$ cat src/rtl/ssfe_pkg.sv
// constants and types of the serial frame engine
// What this block does
// pulsed mode idle: clock, frame low, tristate
// pulsed mode: one-period frame pulse, load word
// pulsed mode: msb out on next rise
// pulsed mode: sample bits on falling edge
// pulsed mode: store word on rise after lsb
// polarity fixes idle clock level
// phase picks first or second capture edge
// spi idle: select high, data low, pad
// spi start: select low, enable data pad
// phase 0 slave drives bit at select
// pol0 ph0: bit, then rising clock
// pol0 ph1: bit with first rising edge
// pol1 ph0: bit, then falling clock
// pol1 ph1: bit with first falling edge
// select high one period after last sample
// phase 0: select pulses between words
// phase 0 slave needs select release
// phase 1: select stays low between words
// clock = system / (prescale * (1+rate))
// 4 to 16 bit frames, msb first
// independent 16x8 transmit and receive fifos
// word boundary: continue if fifo has data
// slave samples select and clock internally
package ssfe_pkg;
    localparam int          SSFE_DATA_W     = 16;
    localparam int          SSFE_FIFO_DEPTH = 8;
    localparam logic        FMT_PULSED      = 1'b0;
    localparam logic        FMT_SPI         = 1'b1;
    localparam logic        TXD_IDLE        = 1'b0;
    localparam logic        SEL_IDLE_SPI    = 1'b1;
    localparam logic [5:0]  TI_SEL_EDGE     = 6'd2;
    localparam logic [5:0]  TI_FIRST_SAMPLE = 6'd3;
    localparam logic [5:0]  TI_PUSH_OFS     = 6'd2;
    localparam logic [5:0]  TI_END_OFS      = 6'd3;
    localparam logic [1:0]  TAIL_PH0        = 2'd2;
    localparam logic [1:0]  TAIL_PH1        = 2'd3;
    localparam logic [1:0]  TAIL_RAISE      = 2'd2;
    localparam logic [1:0]  TAIL_LAST       = 2'd1;
    localparam logic [15:0] WORD_ONES       = 16'hffff;
    typedef enum logic [1:0] {
        ST_IDLE = 2'b00,
        ST_LEAD = 2'b01,
        ST_RUN  = 2'b11,
        ST_TAIL = 2'b10
    } ssfe_state_t;
endpackage

$ cat src/rtl/ssfe_engine.sv
// serial shift and framing engine with transmit and receive fifos
`timescale 1ns/100ps
module ssfe_engine import ssfe_pkg::*; #(
    parameter int FIFO_DEPTH = SSFE_FIFO_DEPTH
) (
    // clock and reset
    input  logic                         i_core_clk,
    input  logic                         i_rst_n,
    // configuration
    input  logic                         i_enable,
    input  logic                         i_master,
    input  logic                         i_frame_format,
    input  logic                         i_clock_polarity,
    input  logic                         i_clock_phase,
    input  logic [7:0]                   i_prescale_divisor,
    input  logic [7:0]                   i_clock_rate_divider,
    input  logic [3:0]                   i_data_size,
    // transmit fifo fill
    input  logic                         i_tx_push,
    input  logic [SSFE_DATA_W-1:0]       i_tx_data,
    output logic [$clog2(FIFO_DEPTH):0]  o_tx_level,
    // receive fifo drain
    input  logic                         i_rx_pop,
    output logic [SSFE_DATA_W-1:0]       o_rx_data,
    output logic                         o_rx_valid,
    output logic [$clog2(FIFO_DEPTH):0]  o_rx_level,
    output logic                         o_rx_overrun,
    input  logic                         i_rx_overrun_clr,
    // serial pins
    input  logic                         i_serial_clock_pin,
    output logic                         o_serial_clock_pin,
    output logic                         o_serial_clock_pin_oe_n,
    input  logic                         i_frame_select_pin,
    output logic                         o_frame_select_pin,
    output logic                         o_frame_select_pin_oe_n,
    output logic                         o_serial_transmit_pin,
    output logic                         o_serial_transmit_pin_oe_n,
    input  logic                         i_serial_receive_pin,
    // status
    output logic                         o_busy
);
    localparam int AW = $clog2(FIFO_DEPTH);
    localparam logic [AW:0] FULL = (AW+1)'(FIFO_DEPTH);

    if (FIFO_DEPTH < 2 || (2 ** AW) != FIFO_DEPTH)
    begin : g_bad_depth
        $error("fifo depth must be a power of two, at least 2");
    end

    logic [15:0]    tx_mem [FIFO_DEPTH];
    logic [15:0]    rx_mem [FIFO_DEPTH];
    logic [AW-1:0]  tx_wr_reg, tx_rd_reg, rx_wr_reg, rx_rd_reg;
    ssfe_state_t    state_reg;
    logic [5:0]     edge_reg;
    logic [1:0]     tail_reg;
    logic [15:0]    tx_sh_reg, rx_sh_reg, div_reg, push_data_reg;
    logic [3:0]     bit_reg;
    logic           act_reg, tipend_reg, sclk_d_reg, fss_d_reg, pop_reg, push_reg;
    logic           spi, tx_ok, tick, tx_push, rx_push_ok;
    logic           rise, fall, fss_fall, fss_rise, samp_on_rise, samp, shft, start;
    logic [6:0]     pre_half;
    logic [15:0]    half_len, ldw, sword, rx_in, rx_mask, rx_word;
    logic [5:0]     nlast, n2;

    // prescale is even, so half a serial period is (prescale/2)*(1+rate)
    always_comb
    begin
        spi          = i_frame_format == FMT_SPI;
        tx_ok        = i_enable && o_tx_level != '0;
        pre_half     = (i_prescale_divisor[7:1] == 7'd0) ? 7'd1 : i_prescale_divisor[7:1];
        half_len     = 16'(pre_half) * 16'({1'b0, i_clock_rate_divider} + 9'd1);
        tick         = div_reg == half_len - 16'd1;
        ldw          = tx_mem[tx_rd_reg] << (4'd15 - i_data_size);
        sword        = tx_ok ? ldw : 16'h0;
        rx_mask      = WORD_ONES >> (4'd15 - i_data_size);
        rx_in        = {rx_sh_reg[14:0], i_serial_receive_pin};
        rx_word      = rx_in & rx_mask;
        nlast        = {1'b0, i_data_size, 1'b1};
        n2           = {1'b0, i_data_size, 1'b0} + 6'd2;
        rise         = i_serial_clock_pin && !sclk_d_reg;
        fall         = !i_serial_clock_pin && sclk_d_reg;
        fss_fall     = !i_frame_select_pin && fss_d_reg;
        fss_rise     = i_frame_select_pin && !fss_d_reg;
        samp_on_rise = spi && !(i_clock_polarity ^ i_clock_phase);
        samp         = samp_on_rise ? rise : fall;
        shft         = samp_on_rise ? fall : rise;
        start        = spi ? fss_fall : (fall && i_frame_select_pin);
        tx_push      = i_tx_push && o_tx_level != FULL;
        rx_push_ok   = push_reg && o_rx_level != FULL;
    end

    // fifo storage carries no reset
    always_ff @(posedge i_core_clk)
    begin
        if (tx_push)
            tx_mem[tx_wr_reg] <= i_tx_data;
        if (rx_push_ok)
            rx_mem[rx_wr_reg] <= push_data_reg;
    end

    // transmit fifo pointers; a push into a full fifo is dropped
    always_ff @(posedge i_core_clk or negedge i_rst_n)
    begin
        if (!i_rst_n)
        begin
            tx_wr_reg  <= '0;
            tx_rd_reg  <= '0;
            o_tx_level <= '0;
        end
        else
        begin
            if (tx_push)
                tx_wr_reg <= tx_wr_reg + 1'b1;
            if (pop_reg)
                tx_rd_reg <= tx_rd_reg + 1'b1;
            o_tx_level <= o_tx_level + (AW+1)'(tx_push) - (AW+1)'(pop_reg);
        end
    end

    // receive fifo; overrun is sticky and a new overrun beats its clear
    always_ff @(posedge i_core_clk or negedge i_rst_n)
    begin
        if (!i_rst_n)
        begin
            rx_wr_reg    <= '0;
            rx_rd_reg    <= '0;
            o_rx_level   <= '0;
            o_rx_data    <= '0;
            o_rx_valid   <= 1'b0;
            o_rx_overrun <= 1'b0;
        end
        else
        begin
            o_rx_valid <= i_rx_pop && o_rx_level != '0;
            if (i_rx_pop && o_rx_level != '0)
            begin
                o_rx_data <= rx_mem[rx_rd_reg];
                rx_rd_reg <= rx_rd_reg + 1'b1;
            end
            if (rx_push_ok)
                rx_wr_reg <= rx_wr_reg + 1'b1;
            o_rx_level <= o_rx_level + (AW+1)'(rx_push_ok) - (AW+1)'(i_rx_pop && o_rx_level != '0);
            if (push_reg && !rx_push_ok)
                o_rx_overrun <= 1'b1;
            else if (i_rx_overrun_clr)
                o_rx_overrun <= 1'b0;
        end
    end

    // half-period divider, held at zero outside a master transfer
    always_ff @(posedge i_core_clk or negedge i_rst_n)
    begin
        if (!i_rst_n)
            div_reg <= '0;
        else if (!i_enable || !i_master || state_reg == ST_IDLE || tick)
            div_reg <= '0;
        else
            div_reg <= div_reg + 16'd1;
    end

    // serial engine: master sequencing and slave edge following
    always_ff @(posedge i_core_clk or negedge i_rst_n)
    begin
        if (!i_rst_n)
        begin
            state_reg                  <= ST_IDLE;
            edge_reg                   <= '0;
            tail_reg                   <= '0;
            tx_sh_reg                  <= '0;
            rx_sh_reg                  <= '0;
            bit_reg                    <= '0;
            act_reg                    <= 1'b0;
            tipend_reg                 <= 1'b0;
            sclk_d_reg                 <= 1'b0;
            fss_d_reg                  <= 1'b1;
            pop_reg                    <= 1'b0;
            push_reg                   <= 1'b0;
            push_data_reg              <= '0;
            o_serial_clock_pin         <= 1'b0;
            o_serial_clock_pin_oe_n    <= 1'b1;
            o_frame_select_pin         <= 1'b0;
            o_frame_select_pin_oe_n    <= 1'b1;
            o_serial_transmit_pin      <= TXD_IDLE;
            o_serial_transmit_pin_oe_n <= 1'b1;
            o_busy                     <= 1'b0;
        end
        else
        begin
            pop_reg                 <= 1'b0;
            push_reg                <= 1'b0;
            sclk_d_reg              <= i_serial_clock_pin;
            fss_d_reg               <= i_frame_select_pin;
            o_serial_clock_pin_oe_n <= !i_master;
            o_frame_select_pin_oe_n <= !i_master;
            o_busy                  <= state_reg != ST_IDLE || act_reg;
            if (!i_enable || (i_master && state_reg == ST_IDLE) || (!i_master && !act_reg))
            begin
                // idle pin levels follow the format
                o_serial_clock_pin         <= spi && i_clock_polarity;
                o_frame_select_pin         <= spi && SEL_IDLE_SPI;
                o_serial_transmit_pin      <= TXD_IDLE;
                o_serial_transmit_pin_oe_n <= 1'b1;
            end
            if (!i_enable)
            begin
                state_reg  <= ST_IDLE;
                act_reg    <= 1'b0;
                tipend_reg <= 1'b0;
            end
            else if (i_master)
            begin
                act_reg <= 1'b0;
                unique case (state_reg)
                    ST_IDLE:
                    begin
                        if (tx_ok)
                        begin
                            tx_sh_reg <= ldw;
                            pop_reg   <= 1'b1;
                            edge_reg  <= '0;
                            state_reg <= (spi && !i_clock_phase) ? ST_LEAD : ST_RUN;
                            if (spi)
                            begin
                                o_frame_select_pin         <= 1'b0;
                                o_serial_transmit_pin_oe_n <= 1'b0;
                            end
                        end
                    end
                    ST_LEAD:
                    begin
                        if (tick)
                        begin
                            o_serial_transmit_pin <= tx_sh_reg[15];
                            tx_sh_reg             <= tx_sh_reg << 1;
                            state_reg             <= ST_RUN;
                        end
                    end
                    ST_RUN:
                    begin
                        if (tick)
                        begin
                            edge_reg           <= edge_reg + 6'd1;
                            o_serial_clock_pin <= !o_serial_clock_pin;
                            if (spi)
                            begin
                                if (edge_reg[0] == i_clock_phase)
                                    rx_sh_reg <= rx_in;
                                else
                                begin
                                    o_serial_transmit_pin <= tx_sh_reg[15];
                                    tx_sh_reg             <= tx_sh_reg << 1;
                                end
                                if (edge_reg == nlast - 6'(!i_clock_phase))
                                begin
                                    push_reg      <= 1'b1;
                                    push_data_reg <= rx_word;
                                end
                                if (edge_reg == nlast)
                                begin
                                    if (i_clock_phase && tx_ok)
                                    begin
                                        tx_sh_reg <= ldw;
                                        pop_reg   <= 1'b1;
                                        edge_reg  <= '0;
                                    end
                                    else
                                    begin
                                        state_reg <= ST_TAIL;
                                        tail_reg  <= i_clock_phase ? TAIL_PH1 : TAIL_PH0;
                                    end
                                end
                            end
                            else if (!edge_reg[0])
                            begin
                                if (edge_reg == '0)
                                    o_frame_select_pin <= 1'b1;
                                if (edge_reg == TI_SEL_EDGE)
                                begin
                                    o_frame_select_pin         <= 1'b0;
                                    o_serial_transmit_pin_oe_n <= 1'b0;
                                end
                                if (edge_reg >= TI_SEL_EDGE && edge_reg <= n2)
                                begin
                                    o_serial_transmit_pin <= tx_sh_reg[15];
                                    tx_sh_reg             <= tx_sh_reg << 1;
                                end
                                if (edge_reg == n2 + TI_PUSH_OFS)
                                begin
                                    push_reg      <= 1'b1;
                                    push_data_reg <= rx_sh_reg & rx_mask;
                                    if (tx_ok)
                                    begin
                                        tx_sh_reg          <= ldw;
                                        pop_reg            <= 1'b1;
                                        o_frame_select_pin <= 1'b1;
                                        edge_reg           <= 6'd1;
                                    end
                                end
                            end
                            else
                            begin
                                if (edge_reg >= TI_FIRST_SAMPLE && edge_reg <= n2 + 6'd1)
                                    rx_sh_reg <= rx_in;
                                if (edge_reg == n2 + TI_END_OFS)
                                    state_reg <= ST_IDLE;
                            end
                        end
                    end
                    ST_TAIL:
                    begin
                        if (tick)
                        begin
                            tail_reg <= tail_reg - 2'd1;
                            if (tail_reg == TAIL_RAISE)
                            begin
                                o_frame_select_pin         <= 1'b1;
                                o_serial_transmit_pin_oe_n <= 1'b1;
                            end
                            if (tail_reg == TAIL_LAST)
                                state_reg <= ST_IDLE;
                        end
                    end
                endcase
            end
            else
            begin
                // slave: edges seen on registered pin samples
                state_reg <= ST_IDLE;
                if (start)
                begin
                    act_reg                    <= 1'b1;
                    tipend_reg                 <= 1'b0;
                    bit_reg                    <= '0;
                    pop_reg                    <= tx_ok;
                    tx_sh_reg                  <= sword;
                    o_serial_transmit_pin_oe_n <= !spi;
                    if (spi && !i_clock_phase)
                    begin
                        o_serial_transmit_pin <= sword[15];
                        tx_sh_reg             <= sword << 1;
                    end
                end
                else if (act_reg)
                begin
                    if (spi && fss_rise)
                        act_reg <= 1'b0;
                    else if (shft && tipend_reg)
                    begin
                        push_reg   <= 1'b1;
                        tipend_reg <= 1'b0;
                        act_reg    <= 1'b0;
                    end
                    else if (shft)
                    begin
                        o_serial_transmit_pin      <= tx_sh_reg[15];
                        o_serial_transmit_pin_oe_n <= 1'b0;
                        tx_sh_reg                  <= tx_sh_reg << 1;
                    end
                    else if (samp)
                    begin
                        rx_sh_reg <= rx_in;
                        bit_reg   <= bit_reg + 4'd1;
                        if (bit_reg == i_data_size)
                        begin
                            bit_reg       <= '0;
                            push_data_reg <= rx_word;
                            push_reg      <= spi;
                            tipend_reg    <= !spi;
                            if (spi && i_clock_phase)
                            begin
                                tx_sh_reg <= sword;
                                pop_reg   <= tx_ok;
                            end
                        end
                    end
                end
            end
        end
    end
endmodule

$ cat config.mk
export PLATFORM = sky130hd
export DESIGN_NAME = ssfe_engine
export DESIGN_NICKNAME = d
export VERILOG_FILES = /design/src/rtl/ssfe_pkg.sv /design/src/rtl/ssfe_engine.sv
export SDC_FILE = /design/constraint.sdc
export NUM_CORES = 1
export LEC_CHECK = 0
export BUFFER_PORTS_ARGS = -buffer_cell sky130_fd_sc_hd__buf_2
export CORE_ASPECT_RATIO = 2
export CORE_MARGIN = 1
export CORE_UTILIZATION = 60
export CTS_CLUSTER_DIAMETER = 40
export CTS_CLUSTER_SIZE = 12
export DETAILED_ROUTE_END_ITERATION = 10
export GPL_ROUTABILITY_DRIVEN = 0
export GPL_TIMING_DRIVEN = 0
export PLACE_DENSITY_LB_ADDON = 0.1
export SETUP_SLACK_MARGIN = 0.5
export SKIP_CTS_REPAIR_TIMING = 1
export SLEW_MARGIN = 20
export SYNTH_ARGS = -nofsm -noshare
export SYNTH_HDL_FRONTEND = slang
export SYNTH_SLANG_ARGS = --single-unit
$ cat constraint.sdc
create_clock -name i_core_clk -period 4.6 [get_ports i_core_clk]
set_input_delay 0.69 -clock i_core_clk [delete_from_list [all_inputs] [get_ports i_core_clk]]
set_output_delay 0.69 -clock i_core_clk [all_outputs]
set_load 0.005 [all_outputs]
==> results_dict.tcl <==
set metrics [dict create \
    outcome "finished with violations" \
    violations "setup timing" \
    holdPathEnd "fss_d_reg" \
    comb_power_share_pct 41.4 \
    synth_area_sq_um 20800 \
    clockBufferDepth 3 \
    grt_pass1_vias 15170 \
    tns_ns -104.62 \
    grt_max_degree 95 \
    power_switching_mw 4.74 \
    tightest_slew_ns 1.04 \
    ios 82 \
    synth.yosys.seq_area_share_pct 52.3 \
    dpl.cell_count 2241 \
    wire_per_inst_um 22.6 \
    syn_inst 1708 \
    clock_latency_ns 0.58 \
    hold_class "primary input to register" \
    cp-start-kind "primary input" \
    numClockSinks 384 \
    grtUsageMet1_pct 29.7 \
    synth_commonest_cells "edfxtp_1, nand2_1, nor2_1" \
    cp_common_cell "fa_1" \
    fmax_mhz 162 \
    numCtsBuffers 42 \
    arrival_ns 6.61 \
    cp_top_family "adder cells" \
    period_share_pct 134 \
    met3_usage_pct 3.95 \
    relSlewSlack_pct 30.3 \
    maxCapViolCount 0 \
    slowest_delay_ns 0.53 \
    synth.most_common_cell "edfxtp_1" \
    die-width_um 134 \
    via_count 14783 \
    worst_r2r_path_depth 10 \
    async_flop_share_pct 33.3 \
    ys_types 90 \
    cp_slowest_cell "fa_1" \
    drv_slew 0 \
    synth_top_cell_by_area "edfxtp_1" \
    skew_ns 0.0484 \
    rr_startpoint "edge_reg[0]" \
    ys_top_cells_by_area "edfxtp_1, dfrtp_1, mux4_2" \
    grtUsageTotal_pct 30.1 \
    grt_pass1_wl_mm 80.7 \
    setup_viol 80 \
    synth-edff-count 256 \
    port-buffer-count 71 \
    antenna_found_initial 3 \
    cts_root_buffer "clkbuf_16" \
    synthToLayoutAreaGrowth_pct 17.2 \
    crit_fanout 8 \
    top_regs "rx_mem x128, tx_mem x128" \
    met2_usage_pct 57.0 \
    std_cell_rows 96 \
    grt_overflow 0 \
    synthFlopType "edfxtp_1" \
    firstDrtPassIters 6 \
    via_per_inst 6.27 \
    ys_seq_elements 384 \
    layout_min_cycle_time_ns 6.17 \
    totalPowerFinal_mw 12.9 \
    drcViolationCount 0 \
    vdd_drop_max_v 0.000538 \
    die_h_um 266 \
    fin_util_pct 71.3 \
    drive_above_1_share_pct 21.7 \
    r2r_slack_ns 0.68 \
    yosysTopAreaCellShare_pct 36.9 \
    r2r-end "tx_sh_reg[12]" \
    cts_htree_levels 2 \
    hold_violations 0 \
    criticalPathCategory "primary input to register" \
    nets 2051 \
    hpwl_mm 38.2 \
    yosysWarnings 0 \
    seqPwrFrac_pct 33.5 \
    drt_iter0_drc 955 \
    setup_ws_ns -1.57 \
    powerDensity_nw_per_um2 530 \
    ant_nets 0 \
    power.leakage_nw 9.64 \
    critPathBufInv 7 \
    clock_power_share_pct 25.1 \
    p_int_mw 8.19 \
    drt-total-wl_mm 53.4 \
    cp-end-kind "register" \
    dp_slack_ns -2.72 \
    tritoncts "done" \
    avgSynthCellArea_sq_um 12.2 \
    grt-busiest-layer "met2" \
    holdPathStages 1 \
    final_cells 2358 \
    swShare_pct 36.6 \
    core_area_sq_um 34200 \
    floorplan.initialDensity_pct 60.9 \
    rsz0062_at_grt "true" \
    cp.required_ns 5.04 \
    syn_nets 1875 \
    dieArea_sq_um 35500 \
    path_clk_slew_ns 0.06 \
    min_from "i_frame_select_pin" \
]
worst max path at each step:
stage,start,end,slack (ns),cells after the start
floorplan,i_clock_rate_divider[0],rx_sh_reg[10],-1.40,24
global placement,i_clock_rate_divider[0],rx_sh_reg[5],-2.75,24
detailed placement,i_clock_rate_divider[0],rx_sh_reg[7],-2.72,24
CTS,i_clock_rate_divider[0],push_data_reg[8],-2.18,24
global route,i_clock_rate_divider[0],push_data_reg[8],-1.78,26
finish,i_clock_rate_divider[0],push_data_reg[8],-1.57,26
placed cells by master, fill, tap and decap left out, types with 35 or more instances in the layout:
cell type | synthesis | final
edfxtp_1 | 256 | 256
nand2_1 | 168 | 164
dfrtp_1 | 125 | 125
nor2_1 | 127 | 111
inv_1 | 95 | 95
buf_2 | 14 | 79
a21oi_1 | 80 | 76
ha_1 | 77 | 76
clkbuf_1 | 58 | 71
mux2i_1 | 71 | 71
mux4_2 | 51 | 51
clkbuf_16 | 0 | 47
fa_1 | 41 | 41
nand3_1 | 44 | 40
buf_4 | 8 | 38
xnor2_1 | 39 | 35
kinds of logic (layout without fill, tap and decap cells):
kind of cell               Yosys count  in the layout  synth area share (%)
AOI/OAI and AO/OA                  299            299                  10.1
xor gates and xnor gates            76             76                  3.23
adders and majority gates          118            118                  8.56
buffers and inverters              187            395                  3.78
DFF                                384            384                  52.3
muxes                              171            171                  11.6
other                                0              1                     0
and+or+nand+nor                    473            473                  10.5
metal layers:
metal,vias to the layer above,routed length (um)
li1,6619,-
met1,7303,17600
met4,2,3910
met5,-,11
met3,254,2330
met2,605,29500
through the flow:
| step | cell area (sq um) | hold slack, ns |
|---|---|---|
| 4_1_cts | 23500 | -0.0227 |
| 2_1_floorplan | 21000 | 0.394 |
| 5_1_grt | 24400 | 0.278 |
| 6_report | 24400 | 0.283 |
| 3_5_place_dp | 22200 | 0.475 |
| 3_3_place_gp | 21900 | 0.463 |
power by group through the flow:
stage	Clock (mW)	Combinational, mW	Sequential, mW
after floorplan	0	3.55	4.35
after global placement	0	4.80	4.38
after detailed placement	0	4.93	4.39
after CTS	3.27	4.97	4.33
after global routing	3.39	5.81	4.37
final	3.24	5.36	4.33
area by class of cell:
type / count / area (sq um)
diodes: 1 / 2.50
plain buffers: 90 / 513
clock buffers: 64 / 1160
clock inverters: 12 / 171
fillers: 2379 / 9820
inverters: 97 / 364
multi-input cells: 1137 / 9690
flip-flops and latches: 384 / 10900
well taps: 441 / 552
repair buffers: 132 / 1060
Note: power is estimated with default switching activity, not from simulation.
